$ cat src/include/chc_pkg.sv
// Constants shared by the charge current and throttle flag register logic.
// Assumes a single system clock and a synchronous, active high reset.
//
// Functional notes
// Seven read-only trigger flags sit in throttle status bits 6..0, reset zero.
// Host sets the charge current with a 16-bit word write to command 14h.
// Setpoint spans 64 mA to 8.128 A in 64 mA steps.
// Setpoint is zero after power-on reset.
// Source-good falling clears setpoint, except when input overvoltage caused it.
// Presence pin falling, meaning battery removal, clears setpoint.
// Overcurrent, thermal shutdown, latch-off, system overvoltage leave setpoint intact.
// Setpoint bits 12..6 weigh 64 mA up to 4096 mA, binary.
// Written values in setpoint bits 5..0 are ignored.
// A setpoint write with any of bits 15..13 set is invalid.
// Word transfers follow write-word and read-word, low byte first.
package chc_pkg;

  // ****************************************************************
  // Command codes and bus address
  // ****************************************************************
  localparam logic [7:0]  CMD_SETPOINT     = 8'h14;
  localparam logic [7:0]  CMD_THROTTLE     = 8'h21;
  // Arbitrary default bus address, overridable on the top module
  localparam logic [6:0]  DEV_ADDR_DEFAULT = 7'h09;

  // ****************************************************************
  // Field layout and reset values
  // ****************************************************************
  localparam int          FLAG_W           = 7;
  localparam int          MA_W             = 13;
  localparam int          SP_LSB           = 6;
  localparam int          SP_MSB           = 12;
  localparam int          INV_LSB          = 13;
  localparam logic [15:0] SETPOINT_RESET   = 16'h0000;
  localparam logic [6:0]  FLAG_RESET       = 7'h00;
  localparam logic [12:0] MAX_MA           = 13'h1fc0;
  localparam logic [2:0]  LAST_BIT         = 3'h7;
  localparam logic [1:0]  IDX_ADDR         = 2'h0;
  localparam logic [1:0]  IDX_CMD          = 2'h1;
  localparam logic [1:0]  IDX_LO           = 2'h2;
  localparam logic [1:0]  IDX_HI           = 2'h3;

  // ****************************************************************
  // Bus engine states
  // ****************************************************************
  typedef enum logic [2:0] {
    ST_IDLE,
    ST_RX,
    ST_ACK_SETUP,
    ST_ACK,
    ST_TX,
    ST_MACK,
    ST_MACK_HOLD,
    ST_IGNORE
  } chc_state_e;

endpackage : chc_pkg

$ cat src/include/chc_line_if.sv
// Decoded bus line events passed from the line monitor to the bus engine.
// Assumes both ends run on the system clock.
`timescale 1ns/10ps
`default_nettype none
interface chc_line_if;
  logic scl_rise;
  logic scl_fall;
  logic start;
  logic stop;
  logic sda;

  modport mon (output scl_rise, output scl_fall, output start, output stop, output sda);
  modport ctl (input scl_rise, input scl_fall, input start, input stop, input sda);
endinterface : chc_line_if
`default_nettype wire

$ cat src/hdl/chc_line_mon.sv
// Clock and data line monitor: edges, start and stop conditions.
// Assumes line inputs are already synchronous to the system clock.
`timescale 1ns/10ps
`default_nettype none
module chc_line_mon (
  // Clock and reset
  input  wire logic   clk_sys_i,
  input  wire logic   srst_i,
  // Bus lines
  input  wire logic   scl_i,
  input  wire logic   sda_i,
  // Decoded events
  chc_line_if.mon     line
);

  logic scl_q, next_scl_q;
  logic sda_q, next_sda_q;
  logic rise, next_rise;
  logic fall, next_fall;
  logic strt, next_strt;
  logic stp,  next_stp;

  always_comb begin
    next_scl_q = scl_i;
    next_sda_q = sda_i;
    next_rise  = scl_i & ~scl_q;
    next_fall  = ~scl_i & scl_q;
    // Data moving while the clock stays high frames a transfer
    next_strt  = scl_i & scl_q & sda_q & ~sda_i;
    next_stp   = scl_i & scl_q & ~sda_q & sda_i;
  end

  always_ff @(posedge clk_sys_i) begin
    if (srst_i) begin
      scl_q <= 1'b1;
      sda_q <= 1'b1;
      rise  <= 1'b0;
      fall  <= 1'b0;
      strt  <= 1'b0;
      stp   <= 1'b0;
    end else begin
      scl_q <= next_scl_q;
      sda_q <= next_sda_q;
      rise  <= next_rise;
      fall  <= next_fall;
      strt  <= next_strt;
      stp   <= next_stp;
    end
  end

  assign line.scl_rise = rise;
  assign line.scl_fall = fall;
  assign line.start    = strt;
  assign line.stop     = stp;
  assign line.sda      = sda_q;

endmodule : chc_line_mon
`default_nettype wire

$ cat src/hdl/chc_regs.sv
// Word-command bus slave holding the charge current setpoint and the
// throttle trigger flags. Assumes the host drives the clock line and that
// the open-drain data line is resolved outside from the output enable.
`timescale 1ns/10ps
`default_nettype none
module chc_regs
  import chc_pkg::*;
#(
  parameter logic [6:0] DEV_ADDR = chc_pkg::DEV_ADDR_DEFAULT
) (
  // Clock and reset
  input  wire logic                       clk_sys_i,
  input  wire logic                       srst_i,
  // Bus pins
  input  wire logic                       smb_scl_i,
  input  wire logic                       smb_sda_i,
  output logic                            smb_sda_o,
  output logic                            smb_sda_oe_o,
  // Charger conditions
  input  wire logic                       source_good_i,
  input  wire logic                       input_overvoltage_i,
  input  wire logic                       cell_count_presence_pin_i,
  input  wire logic [chc_pkg::FLAG_W-1:0] throttle_cond_i,
  // Results
  output logic      [chc_pkg::MA_W-1:0]   charge_current_ma_o,
  output logic      [chc_pkg::FLAG_W-1:0] throttle_flags_o
);
  import chc_pkg::*;

  chc_line_if line ();

  chc_line_mon u_chc_line_mon (
    .clk_sys_i (clk_sys_i),
    .srst_i    (srst_i),
    .scl_i     (smb_scl_i),
    .sda_i     (smb_sda_i),
    .line      (line.mon)
  );

  // ****************************************************************
  // Bus engine
  // ****************************************************************
  chc_state_e  state, next_state;
  logic [2:0]  bitcnt, next_bitcnt;
  logic [7:0]  shreg, next_shreg;
  logic [1:0]  idx, next_idx;
  logic        rw, next_rw;
  logic [7:0]  cmd, next_cmd;
  logic [7:0]  lo, next_lo;
  logic [15:0] rd_word, next_rd_word;
  logic        oe, next_oe;
  logic [7:0]  rx_byte;
  logic        wr_commit;
  logic        rd_start;
  logic [15:0] setpoint;
  logic [6:0]  flags;

  assign rx_byte = {shreg[6:0], line.sda};

  always_comb begin
    next_state   = state;
    next_bitcnt  = bitcnt;
    next_shreg   = shreg;
    next_idx     = idx;
    next_rw      = rw;
    next_cmd     = cmd;
    next_lo      = lo;
    next_rd_word = rd_word;
    next_oe      = oe;
    wr_commit    = 1'b0;
    rd_start     = 1'b0;
    if (line.start) begin
      next_state  = ST_RX;
      next_bitcnt = '0;
      next_idx    = IDX_ADDR;
      next_oe     = 1'b0;
    end else if (line.stop) begin
      next_state = ST_IDLE;
      next_oe    = 1'b0;
    end else begin
      case (state)
        ST_RX: begin
          if (line.scl_rise) begin
            next_shreg  = rx_byte;
            next_bitcnt = bitcnt + 3'h1;
            if (bitcnt == LAST_BIT) begin
              next_state = ST_ACK_SETUP;
              case (idx)
                IDX_ADDR: begin
                  next_rw = rx_byte[0];
                  if (rx_byte[7:1] != DEV_ADDR) begin
                    next_state = ST_IGNORE;
                  end
                end
                IDX_CMD: next_cmd = rx_byte;
                IDX_LO:  next_lo  = rx_byte;
                default: begin
                  // word write lands
                  wr_commit = 1'b1;
                end
              endcase
            end
          end
        end
        ST_ACK_SETUP: begin
          if (line.scl_fall) begin
            next_state = ST_ACK;
            next_oe    = 1'b1;
          end
        end
        ST_ACK: begin
          if (line.scl_fall) begin
            next_oe     = 1'b0;
            next_bitcnt = '0;
            if (rw && idx == IDX_ADDR) begin
              // read word, low byte first
              rd_start     = 1'b1;
              next_rd_word = (cmd == CMD_SETPOINT) ? setpoint :
                             (cmd == CMD_THROTTLE) ? {9'h000, flags} : 16'h0000;
              next_shreg   = next_rd_word[7:0];
              next_oe      = ~next_rd_word[7];
              next_idx     = IDX_LO;
              next_state   = ST_TX;
            end else if (idx == IDX_HI) begin
              next_state = ST_IGNORE;
            end else begin
              next_idx   = idx + 2'h1;
              next_state = ST_RX;
            end
          end
        end
        ST_TX: begin
          if (line.scl_fall) begin
            if (bitcnt == LAST_BIT) begin
              next_oe    = 1'b0;
              next_state = ST_MACK;
            end else begin
              next_bitcnt = bitcnt + 3'h1;
              next_shreg  = {shreg[6:0], 1'b0};
              next_oe     = ~shreg[6];
            end
          end
        end
        ST_MACK: begin
          // A master that does not acknowledge ends the read
          if (line.scl_rise) begin
            next_state = line.sda ? ST_IGNORE : ST_MACK_HOLD;
          end
        end
        ST_MACK_HOLD: begin
          if (line.scl_fall) begin
            if (idx == IDX_LO) begin
              next_idx    = IDX_HI;
              next_bitcnt = '0;
              next_shreg  = rd_word[15:8];
              next_oe     = ~rd_word[15];
              next_state  = ST_TX;
            end else begin
              next_state = ST_IGNORE;
            end
          end
        end
        ST_IDLE, ST_IGNORE: next_state = state;
        default: next_state = ST_IDLE;
      endcase
    end
  end

  always_ff @(posedge clk_sys_i) begin
    if (srst_i) begin
      state   <= ST_IDLE;
      bitcnt  <= '0;
      shreg   <= 8'h00;
      idx     <= IDX_ADDR;
      rw      <= 1'b0;
      cmd     <= 8'h00;
      lo      <= 8'h00;
      rd_word <= 16'h0000;
      oe      <= 1'b0;
    end else begin
      state   <= next_state;
      bitcnt  <= next_bitcnt;
      shreg   <= next_shreg;
      idx     <= next_idx;
      rw      <= next_rw;
      cmd     <= next_cmd;
      lo      <= next_lo;
      rd_word <= next_rd_word;
      oe      <= next_oe;
    end
  end

  // ****************************************************************
  // Setpoint and trigger flags
  // ****************************************************************
  logic        good_q, next_good_q;
  logic        pres_q, next_pres_q;
  logic [15:0] next_setpoint;
  logic [6:0]  next_flags;
  logic        src_fall, pres_fall, sp_valid;

  assign src_fall  = good_q & ~source_good_i;
  assign pres_fall = pres_q & ~cell_count_presence_pin_i;
  // upper three bits must be zero
  assign sp_valid  = (rx_byte[7:INV_LSB-8] == 3'h0);

  always_comb begin
    next_good_q   = source_good_i;
    next_pres_q   = cell_count_presence_pin_i;
    next_setpoint = setpoint;
    // bits 12..6 kept, R9 low bits dropped
    if (wr_commit && cmd == CMD_SETPOINT && sp_valid) begin
      next_setpoint = {3'h0, rx_byte[SP_MSB-8:0], lo[7:SP_LSB], 6'h00};
    end
    // source loss clears unless overvoltage; R6 battery removal clears.
    // other faults have no path here, so the setpoint survives them.
    if ((src_fall && !input_overvoltage_i) || pres_fall) begin
      next_setpoint = SETPOINT_RESET;
    end
    // flags clear when read, but a new trigger wins
    next_flags = (rd_start && cmd == CMD_THROTTLE) ? FLAG_RESET : flags;
    next_flags = next_flags | throttle_cond_i;
  end

  always_ff @(posedge clk_sys_i) begin
    if (srst_i) begin
      good_q   <= 1'b0;
      pres_q   <= 1'b0;
      // zero at power-on
      setpoint <= SETPOINT_RESET;
      flags    <= FLAG_RESET;
    end else begin
      good_q   <= next_good_q;
      pres_q   <= next_pres_q;
      setpoint <= next_setpoint;
      flags    <= next_flags;
    end
  end

  // Open-drain: only ever pulls low
  always_ff @(posedge clk_sys_i) begin
    smb_sda_o <= 1'b0;
  end

  assign smb_sda_oe_o        = oe;
  // R3 64 mA steps
  assign charge_current_ma_o = setpoint[MA_W-1:0];
  assign throttle_flags_o    = flags;
endmodule : chc_regs
`default_nettype wire

$ cat config.mk
export PLATFORM = sky130hd
export DESIGN_NAME = chc_regs
export DESIGN_NICKNAME = d
export VERILOG_FILES = /design/src/include/chc_pkg.sv /design/src/include/chc_line_if.sv /design/src/hdl/chc_line_mon.sv /design/src/hdl/chc_regs.sv
export SDC_FILE = /design/constraint.sdc
export NUM_CORES = 1
export LEC_CHECK = 0
export BUFFER_PORTS_ARGS = -buffer_cell sky130_fd_sc_hd__buf_2
export CAP_MARGIN = 20
export CORE_AREA = 2 2 80 82
export CTS_CLUSTER_SIZE = 40
export DETAILED_ROUTE_END_ITERATION = 6
export DIE_AREA = 0 0 82 84
export HOLD_SLACK_MARGIN = 0.03
export PLACE_DENSITY = 0.64
export SYNTH_ARGS = -nofsm -noshare
export SYNTH_HDL_FRONTEND = slang
export SYNTH_SLANG_ARGS = --single-unit
$ cat constraint.sdc
create_clock -name clk_sys_i -period 2.76 [get_ports clk_sys_i]
set_clock_uncertainty 0.1 [all_clocks]
set_input_delay 0.414 -clock clk_sys_i [delete_from_list [all_inputs] [get_ports clk_sys_i]]
set_output_delay 0.414 -clock clk_sys_i [all_outputs]
set_load 0.01 [all_outputs]
Word-level counts from Yosys, hierarchy flattened. Cells that the tools add are included.

Add/subtract/negate cells: 2. Reduce and logical (&&, ||, !) cells: 28. Eq/ne operators: 35. Bitwise logic cells: 22. Multiplexer cells: 60.

Operator list (count): 7-bit two-way mux (9); 3-bit two-way mux (18); 6-bit AND reduction (5); 7-bit case mux with 4 select lines (1); 4-bit by 1-bit inequality test with 1-bit output (second input constant) (6); 1-bit two-way mux (21); 3-bit case mux with 6 select lines (1); 9-bit AND reduction (2); 3-bit == test (second input constant) (5); 13-bit two-way mux (1); 2-bit two-way mux (6); 2-bit by 1-bit inequality test with 1-bit output (second input constant) (6); 3-bit case mux with 4 select lines (1); 1-bit NOT (11); 2-bit inequality test (second input constant) (5); 10-bit AND reduction (1); 1-bit AND (9); 8-bit by 5-bit == test with 1-bit output (second input constant) (1); 8-bit by 6-bit == test with 1-bit output (second input constant) (1); 4-bit by 2-bit inequality test with 1-bit output (second input constant) (2); 8-bit AND reduction (1); 4-bit nonzero test (2); 7-bit by 4-bit inequality test with 1-bit output (second input constant) (1); 7-bit bitwise OR (1); 20 further kinds (30).

Bits of input ports: 14. Bits in registers: 68. Output and inout bits: 22. Word-level logic and storage cells: 167.

Longest topological paths before layout.
Word-level depth: 10. Gate-level depth with buffers: 9.

Hierarchy. From an unflattened synthesis, not the netlist that was laid out.

Cells, all modules: 304. Area total of the unflattened synthesis: 2635.0 um^2.

By module, submodules not included: chc_regs (cells each 290, times used 1, area an instance 2437.3 um^2, seq. area each 960.9 um^2); chc_line_mon (cells each 14, times used 1, area an instance 197.7 um^2, seq. area each 120.1 um^2).

Worst setup path before layout. OpenSTA, ideal clock, no wires.

Kind: reg2reg. Start point: register state[0]. End point: register bitcnt[0]. Path buffers: 1. Stages on the path, launching flop included: 8. Path slack: 0.761 ns. Arrival: 1.769 ns. Cells stage by stage: dfxtp_1 > buf_2 > inv_1 > ha_1 > or3_1 > nor3_2 > mux2i_1 > nor3_1.

Longest elaborated chain between the ends: 3. Elaborated cells on any way between the ends: 13.

RTL lines: start, declared (RTL line chc_regs.sv:43) `chc_state_e state, next_state;`; start signal, assigned (RTL line chc_regs.sv:181) `state <= next_state;`; 3-bit == test, or another cell as far along (RTL line chc_regs.sv:81) `case (state)`; 4-bit nonzero test (no line), or another cell as far along; 8-bit AND reduction (no line); end signal, assigned (RTL line chc_regs.sv:182) `bitcnt <= next_bitcnt;`; end, declared (RTL line chc_regs.sv:44) `logic [2:0] bitcnt, next_bitcnt;`.

Several ways; a longest one is shown, not always the timed one. A chain may end at the register's enable or synchronous reset.

Worst setup path in the final report.
Start point: register state[0]. End point: register bitcnt[2].

The elaborated chain is that of the path after synthesis.

==> impl_metrics.csv <==
group,metric,value,unit
route,avgRoutedWirePerCell,14.1,um
clock_tree,cts-buffers-inserted,5,
setup_path,path_cells,"inv_1 > ha_1 > or3_1 > nor3_2 > mux2i_1 > nor3_1",
clock_tree,cts.sinks,54,
clock_tree,htreeDepth,2,
power,p_comb_share,6.3,%
global_route,gr-usage-all-layers,17.6,%
clock_tree,cts_resized,0,
layout,seq_area,0.00108,mm2
global_route,grt_max_degree,32,
sta,holdWs,180,ps
logic_synthesis,ys_ff_latch,54,
layout,drive_above_1_share,16.4,%
die,io_pins,36,
placed_design,place_area,0.00278,mm2
power,p_seq_share,61.1,%
layout,stdcell_area,0.00287,mm2
min_path,hold_class,"in2reg",
global_route,antenna_found_initial,0,
placed_design,globalplace.congestion,0.874,
logic_synthesis,syn_inst,307,
sta,finalSetupTns,0,ps
power,ir_worst_vdd,0.272,mV
setup_path,slowest_delay,540,ps
global_route,grt_pass1_wl,9380,um
sta,tightest_slew,559,ps
layout,fin_nets,350,
min_path,hold_start,"smb_sda_i",
die,initial_core_util,42.9,%
die,rows,29,
logic_synthesis,yosysTopAreaCell,"dfxtp_1",
setup_path,ff2ff_setup_slack,470,ps
power,p_clk_share,32.6,%
setup_path,crit_start,"state[0]",
die,die_y,84,um
logic_synthesis,yosys_warnings,0,
logic_synthesis,synth_edf_count,0,
layout,utilization,47.0,%
setup_path,slowest_stage,"dfxtp_1",
logic_synthesis,syn-mean-instance-area,8.52,um2
placed_design,portBuffers,28,
power,intPower,0.00101,W
route,via_count,2190,
clock_tree,tritoncts,"done",
route,viasPerCell,5.39,
sta,max_freq,0.437,GHz
setup_path,setup.worst_path.end,"bitcnt[2]",
setup_path,arrival,2370,ps
die,die_w,82,um
sta,hold_viol,0,
setup_path,critPathLaunchType,"register",
clock_tree,post_cts_buffers,0,
setup_path,cp_top_family,"simple AND/OR/NAND/NOR gates",
setup_path,worstSetupEndpointType,"register",
logic_synthesis,ys.flop_type,"dfxtp_1",
setup_path,r2r_cells,6,
route,first_pass_iters,4,
logic_synthesis,synthArstFlopShare,0,%
sta,fin_crit_sh,83.0,%
clock_tree,cts_hold_buffers,0,
placed_design,dp_hpwl,4330,um
logic_synthesis,netlist_area,0.00262,mm2
die,die_area,0.00689,mm2
setup_path,cp_max_fo,13,
setup_path,critPathKind,"reg2reg",
global_route,grt_pass1_vias,1987,
sta,min_period,2290,ps
sta,rsz0062_at_grt,"no",
layout,fillCellCount,615,
logic_synthesis,synth_top_area_share,41.3,%
route,detail-route-antenna-nets,0,
power,switching_power,0.000332,W
power,cellLeakagePower,1.02,nW
logic_synthesis,ys_top_cells_by_area,"dfxtp_1 41%, a21oi_1 6.9%, mux2i_1 5.0%",
setup_path,critPathRequiredTime,2840,ps
clock_tree,clock_latency,310,ps
setup_path,cp.buffers_inverters,1,
layout,diodes,0,
setup_path,path_depth,6,
layout,multiInputGateArea,0.00139,mm2
power,p_sw_share,24.7,%
clock_tree,clkSlewWorstSetupHoldPaths,90,ps
clock_tree,cts-root-buf,"clkbuf_8",
logic_synthesis,seq_area_frac_synth,41.3,%
layout,area_growth_syn_to_layout,9.56,%
run,max-cap-violations,0,
power,p_per_area,469,mW/mm2
power,fin_total_pwr,0.00134,W
route,post-route-drc-count,0,
logic_synthesis,synth_cell_type_count,50,
clock_tree,cts_buffer_depth,2,
setup_path,timing.rr.end,"bitcnt[2]",
sta,slew-limit-headroom,62.7,%
setup_path,r2r_start,"state[0]",
route,drt_iter0_markers,95,
die,core_area,0.00610,mm2
status,status,"finished, final reports clean",
sta,setup_violations,0,
global_route,grt-ovfl-total,0,
sta,maxSlewViolCount,0,
route,drt_wl_total,5730,um
-- area by class of cell --
cell class,count,share of cell area [%]
clock buffers,5,2.40
clock inverters,3,0.742
inverters,11,1.44
multi-input cells,224,48.4
flip-flops and latches,54,37.7
well taps,77,3.36
repair buffers,32,5.94
-- layout by cell type, fill, tap and decap left out, types with 3 or more instances in the layout --
master / count
dfxtp_1: 54
a21oi_1: 36
nor2_1: 32
nand2_1: 28
buf_2: 28
nand3_1: 16
mux2i_1: 13
inv_1: 10
nor3_1: 10
ha_1: 8
a311oi_1: 7
conb_1: 7
or2_2: 5
nand2b_1: 5
a32oi_1: 5
o21ai_0: 5
clkbuf_8: 5
nor2b_1: 4
and3_1: 4
buf_4: 4
nand3b_1: 3
nor3b_1: 3
-- power groups by stage --
| stage | registers, W | logic [W] | clock network (W) |
|---|---|---|---|
| global placement | 0.000838 | 0.0000850 | 0 |
| finish | 0.000821 | 0.0000851 | 0.000438 |
| detailed placement | 0.000839 | 0.0000855 | 0 |
| floorplan | 0.000832 | 0.0000659 | 0 |
| CTS | 0.000821 | 0.0000856 | 0.000455 |
| global route | 0.000825 | 0.0000972 | 0.000491 |
-- how the worst min path moves through the flow --
stage,to,cells past startpoint
2_1_floorplan,u_chc_line_mon.line.scl_rise,1
3_3_place_gp,u_chc_line_mon.line.scl_fall,2
3_5_place_dp,u_chc_line_mon.line.scl_fall,2
4_1_cts,u_chc_line_mon.line.start,2
5_1_grt,u_chc_line_mon.line.start,2
6_report,u_chc_line_mon.line.start,2
-- synth_stat cells (2+ instances only) --
master	count
nor2b_1	4
buf_4	9
dfxtp_1	54
mux2i_1	13
buf_2	4
inv_1	10
nand4_1	2
and3_1	4
nand2_1	28
nand3b_1	3
nor3b_1	3
nor3_1	10
o21ai_0	5
nand2b_1	5
or2_2	5
ha_1	8
a31oi_1	2
nand3_1	16
and4_1	2
nor3_2	2
a32oi_1	5
a311oi_1	7
a21oi_1	36
and2_1	2
clkbuf_1	11
or3_1	2
nor2_1	32
-- worst register-to-register path, delay by kind of cell (launching register included) --
family | cells | cell delay [ps]
AND/OR/NAND/NOR | 3 | 750
flip-flops | 1 | 540
adder cells (fa/ha/maj) | 1 | 370
multiplexers | 1 | 230
buffers and inverters | 1 | 170
-- flip-flops by register name, indices dropped and copies added (netlist names) --
name                          count
u_chc_line_mon.line.scl_fall      1
rd_word                           5
u_chc_line_mon.scl_q              1
pres_q                            1
setpoint                          7
lo                                2
state                             3
u_chc_line_mon.line.sda           1
u_chc_line_mon.line.scl_rise      1
smb_sda_oe_o                      1
u_chc_line_mon.line.start         1
rw                                1
cmd                               8
shreg                             7
u_chc_line_mon.line.stop          1
throttle_flags_o                  7
good_q                            1
bitcnt                            3
idx                               2
-- per-stage QoR --
stage,setup WS [ps],instances
after floorplan,761,313
after global placement,548,398
after detailed placement,532,398
after CTS,499,406
after global routing,268,406
final,471,406
-- logic make-up after synthesis --
| group | count (synthesis) | synth area share (%) |
|---|---|---|
| other | 1 | 0.143 |
| buffers and inverters | 35 | 6.50 |
| adders and majority gates | 8 | 3.83 |
| muxes | 14 | 5.40 |
| and+or+nand+nor | 130 | 27.2 |
| DFF | 54 | 41.3 |
| AOI/OAI and AO/OA | 65 | 15.6 |
-- layer usage --
| metal | wire length (um) | track usage [%] |
|---|---|---|
| met1 | 2770 | 23.9 |
| met2 | 2650 | 27.1 |
| met3 | 222 | 3.57 |
| met4 | 97 | 6.67 |
| met5 | 0 | 0 |
No activity file was read; power rests on OpenSTA's default activity.
